$ cat src/shared/rtc_timer_map.svh
// Address map and constants for the timer/alarm indirect access block.
// Assumes a single core clock domain and byte-wide indirect access.
// Notes on behaviour
// - Pointer advances after every snapshot/match byte access, except when a pointer load comes in the same cycle
// - Timer wraps on overflow, keeps counting
// - Match compares full 32-bit wrapping values
// - Perpetual mode never clears timer on match
// - Auto-reset mode clears timer on match
// - Auto-reset mode keeps match value across alarms
`ifndef RTC_TIMER_MAP_SVH
`define RTC_TIMER_MAP_SVH
`define SNAP_BASE 8'h00
`define MATCH_BASE 8'h08
`define LAST_BYTE 8'h0B
`define TIMER_RST 32'h0000_0000
`define MATCH_RST 32'h0000_0000
`define PTR_RST 8'h00
`endif

$ cat src/shared/rtc_timer_pkg.sv
// Types for the timer/alarm block.
// Assumes the map header supplies the numbers.
`default_nettype none
package rtc_timer_pkg;
   typedef enum logic [1:0]
   {
      MODE_PERPETUAL = 2'h1,
      MODE_AUTORESET = 2'h2
   } alarm_mode_t;
endpackage : rtc_timer_pkg
`default_nettype wire

$ cat src/rtc_byte_regs.sv
// Eight byte registers: four snapshot bytes, four match value bytes.
// Assumes the parent decodes the pointer; read data is registered.
`default_nettype none
`include "rtc_timer_map.svh"
module rtc_byte_regs
   import rtc_timer_pkg::*;
(
   input wire logic core_clk,
   input wire logic rst_b,
   input wire logic snap_load,
   input wire logic [31:0] snap_value,
   input wire logic wr_en,
   input wire logic [2:0] addr,
   input wire logic [7:0] wr_data,
   output logic [7:0] rd_data,
   output logic [31:0] match_value
);
   logic [31:0] snap_reg, snap_next;
   logic [31:0] match_reg, match_next;
   logic [7:0] rd_reg, rd_next;

   always_comb
   begin
      snap_next = snap_load ? snap_value : snap_reg;
      match_next = match_reg;
      // Match value only changes on a write, so it survives alarms
      if (wr_en && addr[2])
      begin
         match_next[8*addr[1:0] +: 8] = wr_data;
      end
      rd_next = addr[2] ? match_reg[8*addr[1:0] +: 8]
                        : snap_reg[8*addr[1:0] +: 8];
   end

   always_ff @(posedge core_clk or negedge rst_b)
   begin
      if (!rst_b)
      begin
         snap_reg <= `TIMER_RST;
         match_reg <= `MATCH_RST;
         rd_reg <= 8'h00;
      end
      else
      begin
         snap_reg <= snap_next;
         match_reg <= match_next;
         rd_reg <= rd_next;
      end
   end

   assign rd_data = rd_reg;
   assign match_value = match_reg;
endmodule : rtc_byte_regs
`default_nettype wire

$ cat src/rtc_timer_alarm.sv
// Timer, alarm compare and indirect address/data access.
// Assumes the core drives the access strobes on core_clk, one per cycle.
`default_nettype none
`include "rtc_timer_map.svh"
module rtc_timer_alarm
   import rtc_timer_pkg::*;
(
   input wire logic core_clk,
   input wire logic rst_b,
   input wire logic tick_en,
   input wire logic capture_req,
   input wire logic auto_reset_mode,
   input wire logic ptr_wr,
   input wire logic [7:0] ptr_wdata,
   input wire logic data_wr,
   input wire logic data_rd,
   input wire logic [7:0] data_wdata,
   output logic [7:0] indirect_address_pointer,
   output logic [7:0] indirect_data_port,
   output logic alarm_event,
   output logic [31:0] timer_value
);
   ////////////////////////////////////////////////////////////////////////
   alarm_mode_t mode_reg, mode_next;
   logic [31:0] timer_reg, timer_next;
   logic [7:0] ptr_reg, ptr_next;
   logic alarm_reg, alarm_next;
   logic [31:0] match_value;
   logic match_hit;
   logic in_window;

   function automatic logic [7:0] ptr_step(input logic [7:0] p);
      ptr_step = p + 8'h01;
   endfunction : ptr_step

   assign in_window = (ptr_reg <= `LAST_BYTE);
   // Full-width equality: both sides wrap alike, so modular sums work
   assign match_hit = tick_en && (timer_reg == match_value);

   ////////////////////////////////////////////////////////////////////////
   always_comb
   begin
      mode_next = auto_reset_mode ? MODE_AUTORESET : MODE_PERPETUAL;
      timer_next = timer_reg;
      if (tick_en)
      begin
         timer_next = timer_reg + 32'h0000_0001; // Wraps to zero
      end
      // Clear on match only in auto-reset mode; perpetual keeps going
      if (match_hit && mode_reg == MODE_AUTORESET)
      begin
         timer_next = `TIMER_RST;
      end
      alarm_next = match_hit;
      ptr_next = ptr_reg;
      if (ptr_wr)
      begin
         ptr_next = ptr_wdata;
      end
      else if ((data_wr || data_rd) && in_window)
      begin
         ptr_next = ptr_step(ptr_reg); // Always on, no disable
      end
   end

   always_ff @(posedge core_clk or negedge rst_b)
   begin
      if (!rst_b)
      begin
         mode_reg <= MODE_PERPETUAL;
         timer_reg <= `TIMER_RST;
         ptr_reg <= `PTR_RST;
         alarm_reg <= 1'b0;
      end
      else
      begin
         mode_reg <= mode_next;
         timer_reg <= timer_next;
         ptr_reg <= ptr_next;
         alarm_reg <= alarm_next;
      end
   end

   ////////////////////////////////////////////////////////////////////////
   // Snapshot bytes cover index 0..3, match bytes 8..11
   rtc_byte_regs u_regs
   (
      .core_clk(core_clk),
      .rst_b(rst_b),
      .snap_load(capture_req),
      .snap_value(timer_reg),
      // A pointer load in the same cycle wins over the data write
      .wr_en(data_wr && !ptr_wr && in_window && ptr_reg >= `MATCH_BASE),
      .addr({ptr_reg[3], ptr_reg[1:0]}),
      .wr_data(data_wdata),
      .rd_data(indirect_data_port),
      .match_value(match_value)
   );

   assign indirect_address_pointer = ptr_reg;
   assign alarm_event = alarm_reg;
   assign timer_value = timer_reg;

   ////////////////////////////////////////////////////////////////////////
   // Pointer checks: every data access inside the window moves it by one, unless a pointer load comes in the same cycle
   chk_ptr_advance: assert property (
      @(posedge core_clk) disable iff (!rst_b)
      (!ptr_wr && data_wr && in_window)
      |=> ptr_reg == $past(ptr_reg) + 8'h01
   )
   else $error("pointer did not advance");

   chk_ptr_read_step: assert property (
      @(posedge core_clk) disable iff (!rst_b)
      (!ptr_wr && data_rd && in_window)
      |=> ptr_reg == $past(ptr_reg) + 8'h01
   )
   else $error("pointer did not advance on read");

   chk_ptr_load: assert property (
      @(posedge core_clk) disable iff (!rst_b)
      ptr_wr
      |=> ptr_reg == $past(ptr_wdata)
   )
   else $error("pointer load not taken");

   // Outside the window the pointer parks instead of running away
   chk_ptr_park: assert property (
      @(posedge core_clk) disable iff (!rst_b)
      (!ptr_wr && !in_window)
      |=> $stable(ptr_reg)
   )
   else $error("pointer moved outside window");

   chk_ptr_idle: assert property (
      @(posedge core_clk) disable iff (!rst_b)
      (!ptr_wr && !data_wr && !data_rd)
      |=> $stable(ptr_reg)
   )
   else $error("pointer moved without access");

   ////////////////////////////////////////////////////////////////////////
   // Timer checks, plus the alarm flag on a match
   chk_timer_wrap: assert property (
      @(posedge core_clk) disable iff (!rst_b)
      (tick_en && !match_hit && timer_reg == 32'hFFFF_FFFF)
      |=> timer_reg == 32'h0000_0000
   )
   else $error("timer did not wrap");

   chk_timer_step: assert property (
      @(posedge core_clk) disable iff (!rst_b)
      (tick_en && !match_hit)
      |=> timer_reg == $past(timer_reg) + 32'h0000_0001
   )
   else $error("timer did not step");

   chk_timer_hold: assert property (
      @(posedge core_clk) disable iff (!rst_b)
      !tick_en
      |=> $stable(timer_reg)
   )
   else $error("timer moved without tick");

   chk_match_flag: assert property (
      @(posedge core_clk) disable iff (!rst_b)
      (tick_en && timer_reg == match_value)
      |=> alarm_event
   )
   else $error("alarm missed on match");

   chk_perpetual_run: assert property (
      @(posedge core_clk) disable iff (!rst_b)
      (match_hit && mode_reg == MODE_PERPETUAL)
      |=> timer_reg == $past(timer_reg) + 32'h0000_0001
   )
   else $error("perpetual timer disturbed");

   chk_auto_clear: assert property (
      @(posedge core_clk) disable iff (!rst_b)
      (match_hit && mode_reg == MODE_AUTORESET)
      |=> timer_reg == `TIMER_RST
   )
   else $error("auto-reset timer not cleared");

   ////////////////////////////////////////////////////////////////////////
   // Match value, alarm flag and mode checks
   chk_match_hold: assert property (
      @(posedge core_clk) disable iff (!rst_b)
      (alarm_event && !$past(data_wr))
      |-> $stable(match_value)
   )
   else $error("match value changed at alarm");

   // Snapshot bytes are read-only: a write there must not leak across
   chk_snap_ro: assert property (
      @(posedge core_clk) disable iff (!rst_b)
      (data_wr && ptr_reg < `MATCH_BASE)
      |=> $stable(match_value)
   )
   else $error("snapshot write changed match value");

   chk_no_false: assert property (
      @(posedge core_clk) disable iff (!rst_b)
      !$past(match_hit)
      |-> !alarm_event
   )
   else $error("alarm without match");

   chk_alarm_once: assert property (
      @(posedge core_clk) disable iff (!rst_b)
      (alarm_event && !match_hit)
      |=> !alarm_event
   )
   else $error("alarm stretched past one cycle");

   chk_mode_follow: assert property (
      @(posedge core_clk) disable iff (!rst_b)
      auto_reset_mode
      |=> mode_reg == MODE_AUTORESET
   )
   else $error("mode bit not taken");

   chk_mode_perp: assert property (
      @(posedge core_clk) disable iff (!rst_b)
      !auto_reset_mode
      |=> mode_reg == MODE_PERPETUAL
   )
   else $error("perpetual mode not taken");
endmodule : rtc_timer_alarm
`default_nettype wire

$ cat config.mk
export PLATFORM = sky130hd
export DESIGN_NAME = rtc_timer_alarm
export DESIGN_NICKNAME = d
export VERILOG_FILES = /design/src/shared/rtc_timer_pkg.sv /design/src/rtc_byte_regs.sv /design/src/rtc_timer_alarm.sv
export VERILOG_INCLUDE_DIRS = /design/src /design/src/shared
export SDC_FILE = /design/constraint.sdc
export NUM_CORES = 1
export LEC_CHECK = 0
export ABC_AREA = 1
export BUFFER_PORTS_ARGS = -buffer_cell sky130_fd_sc_hd__buf_4
export CAP_MARGIN = 30
export CORE_UTILIZATION = 40
export CTS_CLUSTER_SIZE = 8
export DETAILED_ROUTE_END_ITERATION = 6
export GPL_ROUTABILITY_DRIVEN = 0
export GPL_TIMING_DRIVEN = 0
export SLEW_MARGIN = 20
export SYNTH_ARGS = -nofsm -noshare
export SYNTH_HDL_FRONTEND = slang
export SYNTH_SLANG_ARGS = --single-unit
$ cat constraint.sdc
create_clock -name core_clk -period 2.4 [get_ports core_clk]
set_input_delay 0.24 -clock core_clk [delete_from_list [all_inputs] [get_ports core_clk]]
set_output_delay 0.24 -clock core_clk [all_outputs]
set_load 0.01 [all_outputs]
Word level (Yosys, flattened, before mapping)
Cells that the tools add are included.
{ "totals": {"reg_bits": 115, "input_bits": 24, "wordCells": 36} }
{ "op_classes": {"mux": 7, "add_sub_neg": 3, "n_lt_le_gt_ge": 2, "n_reduce_logical": 11, "n_eq_ne": 2, "shifts": 4} }
{ "op_table": {"columns": ["operator", "count"], "rows": [
  ["2-to-1 mux 32 bit", 2],
  ["variable part select 32 x 6 -> 8 bit", 2],
  ["negator 5 -> 34 bit", 1],
  ["variable shift 8 x 34 -> 32 bit (first input constant)", 1],
  ["variable part select 8 x 34 -> 32 bit", 1],
  ["adder 32 x 1 -> 32 bit (second input constant)", 1],
  ["bitwise mux 32 bit", 1],
  ["equality test 32 bit", 1],
  ["2-to-1 mux 8 bit", 3],
  ["adder 8 x 1 -> 8 bit (second input constant)", 1],
  ["greater-or-equal comparator 8 x 4 -> 1 bit (second input constant)", 1],
  ["less-or-equal comparator 8 x 4 -> 1 bit (second input constant)", 1],
  ["logical AND 1 bit", 7],
  ["nonzero test 2 bit", 2],
  ["equality test 2 bit (second input constant)", 1],
  ["2-to-1 mux 2 bit", 1],
  ["zero test 1 bit", 1],
  ["logical OR 1 bit", 1]
]} }

Longest topological paths before layout
{ "logic_depth": {"ltp_word": 5, "depth_mapped": 13, "depth_no_buf": 13} }

Modules after synthesis
Synthesis repeated with hierarchy kept, for this count alone.
{ "unflattened": {"cells_unflattened": 978, "area_unflattened_um2": 6832.8} }
{ "modules_own_cells": {"columns": ["mod", "cells_per_inst", "area_each_um2", "instances"], "rows": [
  ["rtc_byte_regs", 464, 3587.2, 1],
  ["rtc_timer_alarm", 514, 3245.6, 1]
]} }

Worst setup path before layout
OpenSTA, ideal clock, no wires.
{ "synth_timing": {"path_kind": "reg-to-reg", "startpoint": "register ptr_reg[0], in the netlist indirect_address_pointer[0]", "endpoint": "register u_regs.match_reg[4], in the netlist u_regs.match_value[4]", "period_less_slack_ns": 2.128, "t_required_ns": 2.317, "setup_time_ns": 0.083, "slack_ns": 0.272, "arrival_time_ns": 2.045, "stages_incl_launch_ff": 9, "path_buffers": 3, "path_cell_list": "dfrtp_1 > buf_2 > clkinv_1 > clkbuf_1 > ha_1 > clkbuf_1 > nor2_1 > nand3_1 > o21ai_0"} }
{ "synth_between": {"elab_chain_cells": 4, "elab_cells_between_ends": 9, "classes_between": "add/sub (1); order compare (2); shift (2); mux (1); reduce/logical (3)"} }
{ "synth_rtl": {"columns": ["item", "line", "source"], "rows": [
  ["from (decl)", "rtc_timer_alarm.sv:26", "logic [7:0] ptr_reg, ptr_next;"],
  ["from (signal assigned)", "rtc_timer_alarm.sv:72", "ptr_reg <= `PTR_RST;"],
  ["from (signal assigned)", "rtc_timer_alarm.sv:79", "ptr_reg <= ptr_next;"],
  ["branches (longest 4 deep; another with negator 5 -> 34 bit)", null, null],
  ["to (signal assigned)", "rtc_byte_regs.sv:40", "match_reg <= `MATCH_RST;"],
  ["to (signal assigned)", "rtc_byte_regs.sv:46", "match_reg <= match_next;"],
  ["to (decl)", "rtc_byte_regs.sv:19", "logic [31:0] match_reg, match_next;"]
]} }
Several ways; the timed one is not identified.
A chain may end at the register's enable or synchronous reset.

Worst setup path after layout
{ "layout_timing": {"startpoint": "register ptr_reg[0], in the netlist indirect_address_pointer[0]", "endpoint": "register u_regs.match_reg[6], in the netlist u_regs.match_value[6]"} }
The elaborated chain is that of the path after synthesis.

==> flow_metrics.env <==
export IMPL_dp_hpwl_um=16200
export IMPL_combPwrFrac_pct=26.4
export IMPL_wirelength_um=21100
export IMPL_status="finished clean"
export IMPL_numClockSinks=115
export IMPL_die_x_um=130
export IMPL_p_per_area_mw_per_mm2=894
export IMPL_ir_worst_vdd_mv=0.554
export IMPL_layout_common_cells="nand2_1, inv_1, dfrtp_1, o21ai_0, buf_4"
export IMPL_finish_net_count=1009
export IMPL_synth_area_per_cell_um2=7.36
export IMPL_critPathArrivalTime_ns=2.51
export IMPL_rsz0062_at_grt="no"
export IMPL_final_common_cell="nand2_1"
export IMPL_track_usage_pct=26.8
export IMPL_via_count=6181
export IMPL_insertion_delay_ns=0.43
export IMPL_p_seq_share_pct=35.7
export IMPL_synth_fp_nets=919
export IMPL_ys_ff_latch=115
export IMPL_clockBufferDepth=2
export IMPL_max_clock_freq_mhz=459
export IMPL_required_ns=2.73
export IMPL_netlist_top_cell_by_area="dfrtp_1"
export IMPL_drtIter0Drc=537
export IMPL_tightestPinTransition_ns=0.619
export IMPL_leakagePower_nw=4.02
export IMPL_p_int_mw=4.75
export IMPL_endpoint_kind="register"
export IMPL_grt_overflow=0
export IMPL_fin_crit_ns=2.18
export IMPL_syn_inst=890
export IMPL_drcViolationCount=0
export IMPL_die_area_mm2=0.0169
export IMPL_wl_per_cell_um=17.5
export IMPL_areaGrowthSynthToFinish_pct=23.2
export IMPL_setup_viol=0
export IMPL_crit_fanout=20
export IMPL_cts_buffers=17
export IMPL_timing_final_crit_share_pct=90.8
export IMPL_ys_types=33
export IMPL_power_switching_mw=2.46
export IMPL_start_kind="register"
export IMPL_fp_row_count=46
export IMPL_critPathKind="register to register"
export IMPL_layout_drive_gt1_share_pct=17.0
export IMPL_die_h_um=130
export IMPL_setup_tns_ns=0
export IMPL_pin_count=73
export IMPL_via_per_inst=5.11
export IMPL_instances_no_fill=1209
export IMPL_placed_area_mm2=0.00738
export IMPL_skew_ns=0.00800
export IMPL_antenna_found_initial=0
export IMPL_io_buffers=71
export IMPL_synth_edff_count=0
export IMPL_hold_viol=0
export IMPL_ys_seq_area_share_pct=44.0
export IMPL_grt_max_degree=61
export IMPL_diodes=0
export IMPL_ys_flop_type="dfrtp_1"
export IMPL_drv_slew=0
export IMPL_hold_path_class="input port to register"
export IMPL_cts_clk_slew_worst_paths_ns=0.05
export IMPL_max_cap_viol_count=0
export IMPL_syn_area_mm2=0.00655
export IMPL_synth_top_area_share_pct=43.6
export IMPL_design_area_mm2=0.00807
export IMPL_cts_tree="built"
export IMPL_core_mm2=0.0159
export IMPL_p_clk_share_pct=38.0
export IMPL_synthTopCellsByArea="dfrtp_1, nand2_1, inv_1, o21ai_0, nor2_1"
export IMPL_grt_pass1_vias=5988
export IMPL_ys_async_sr_fraction_pct=100
export IMPL_yosys_warnings=0
export IMPL_root_buffer="clkbuf_16"
export IMPL_maxSlewHeadroom_pct=58.7
export IMPL_htree_levels=4
export IMPL_grt_pass1_wl_um=33100
export IMPL_start_util_pct=41.1
export IMPL_postRouteAntennaNets=0
export IMPL_p_sw_share_pct=34.1
export IMPL_dr_pass1_iters=7
export IMPL_placed_cells=1178
==> path summary, 6_finish.rpt <==
| kind | cells past startpoint | startpoint | slack, ns | to |
|---|---|---|---|---|
| worst max-delay path | 8 | indirect_address_pointer[0] | 0.22 | u_regs.match_value[6] |
| worst min-delay path | 3 | ptr_wdata[7] | 0.02 | indirect_address_pointer[7] |
| worst max register to register | 8 | indirect_address_pointer[0] | 0.22 | u_regs.match_value[6] |
| worst min register to register | 1 | u_regs.snap_reg[4] | 0.51 | u_regs.snap_reg[4] |
| max in group asynchronous | 3 | rst_b | 1.32 | mode_reg[0] |
| min in group asynchronous | 2 | rst_b | 0.34 | u_regs.rd_data[5] |
==> per-stage QoR <==
stage | total power, mW | worst slack [ns] | utilization [%] | hold WS [ns]
2_1_floorplan | 3.68 | 0.272 | - | -0.0556
3_3_place_gp | 4.42 | -0.414 | 46.1 | 0.358
3_5_place_dp | 4.45 | -0.401 | 46.3 | 0.245
4_1_cts | 7.20 | 0.0594 | 50.5 | 0.00813
5_1_grt | 7.60 | 0.0509 | 50.6 | 0.0313
6_report | 7.21 | 0.220 | 50.6 | 0.0169
==> synth_stat cells (all sizes together), types with 5 or more instances <==
| cell | n |
|---|---|
| nor2 | 87 |
| clkinv | 6 |
| clkbuf | 19 |
| inv | 149 |
| a31oi | 8 |
| a21oi | 48 |
| buf | 14 |
| dfrtp | 114 |
| ha | 5 |
| o21ai | 89 |
| nor3 | 14 |
| nand2 | 221 |
| xor2 | 16 |
| nand4 | 38 |
| xnor2 | 7 |
| nand3 | 42 |
==> routing by layer <==
metal / vias to the layer above / global-route usage [%] / part of all wire [%]
met1: 2874 / 36.0 / 45
met5: - / 0 / 0
met3: 50 / 5.41 / 6.5
met4: 0 / 11.4 / 3.5
li1: 3012 / - / -
met2: 245 / 42.3 / 45
==> critical path, stage by stage, from the launching register on <==
cell	delay (ns)
dfrtp_1	0.43
buf_2	0.24
inv_4	0.21
ha_1	0.49
inv_1	0.14
nor2_4	0.23
buf_6	0.17
nand3_1	0.07
o21ai_0	0.10
==> kinds of logic (layout without fill, tap and decap cells) <==
group | after synthesis | after routing | share of synthesized area (%)
simple gates | 410 | 410 | 28.5
buf+inv | 188 | 291 | 11.7
compound gates | 148 | 148 | 11.6
flops | 115 | 115 | 44.0
xor+xnor | 23 | 23 | 3.08
fa+ha+maj | 5 | 5 | 0.956
mux | 1 | 1 | 0.172
==> layout make-up <==
| cell class | count | area, um^2 |
|---|---|---|
| flip-flops and latches | 115 | 2880 |
| fillers | 1631 | 7880 |
| plain buffers | 30 | 176 |
| repair buffers | 74 | 584 |
| inverters | 155 | 588 |
| clock inverters | 12 | 179 |
| multi-input cells | 587 | 2920 |
| well taps | 216 | 270 |
| clock buffers | 20 | 467 |
==> power by group through the flow <==
| stage | logic (mW) | registers [mW] | clock network, mW |
|---|---|---|---|
| floorplan | 1.11 | 2.57 | 0 |
| CTS | 1.87 | 2.56 | 2.77 |
| detailed placement | 1.85 | 2.59 | 0 |
| global route | 2.13 | 2.62 | 2.86 |
| finish | 1.90 | 2.57 | 2.74 |
| global placement | 1.83 | 2.59 | 0 |
==> timing repair <==
action	in CTS	in global routing
gates cloned	0	0
endpoints found under the hold margin	57	0
hold buffers	2	0
resized for setup	3	9
setup endpoints to repair	32	29
buffers inserted	0	0
No activity file was read; power rests on OpenSTA's default activity.
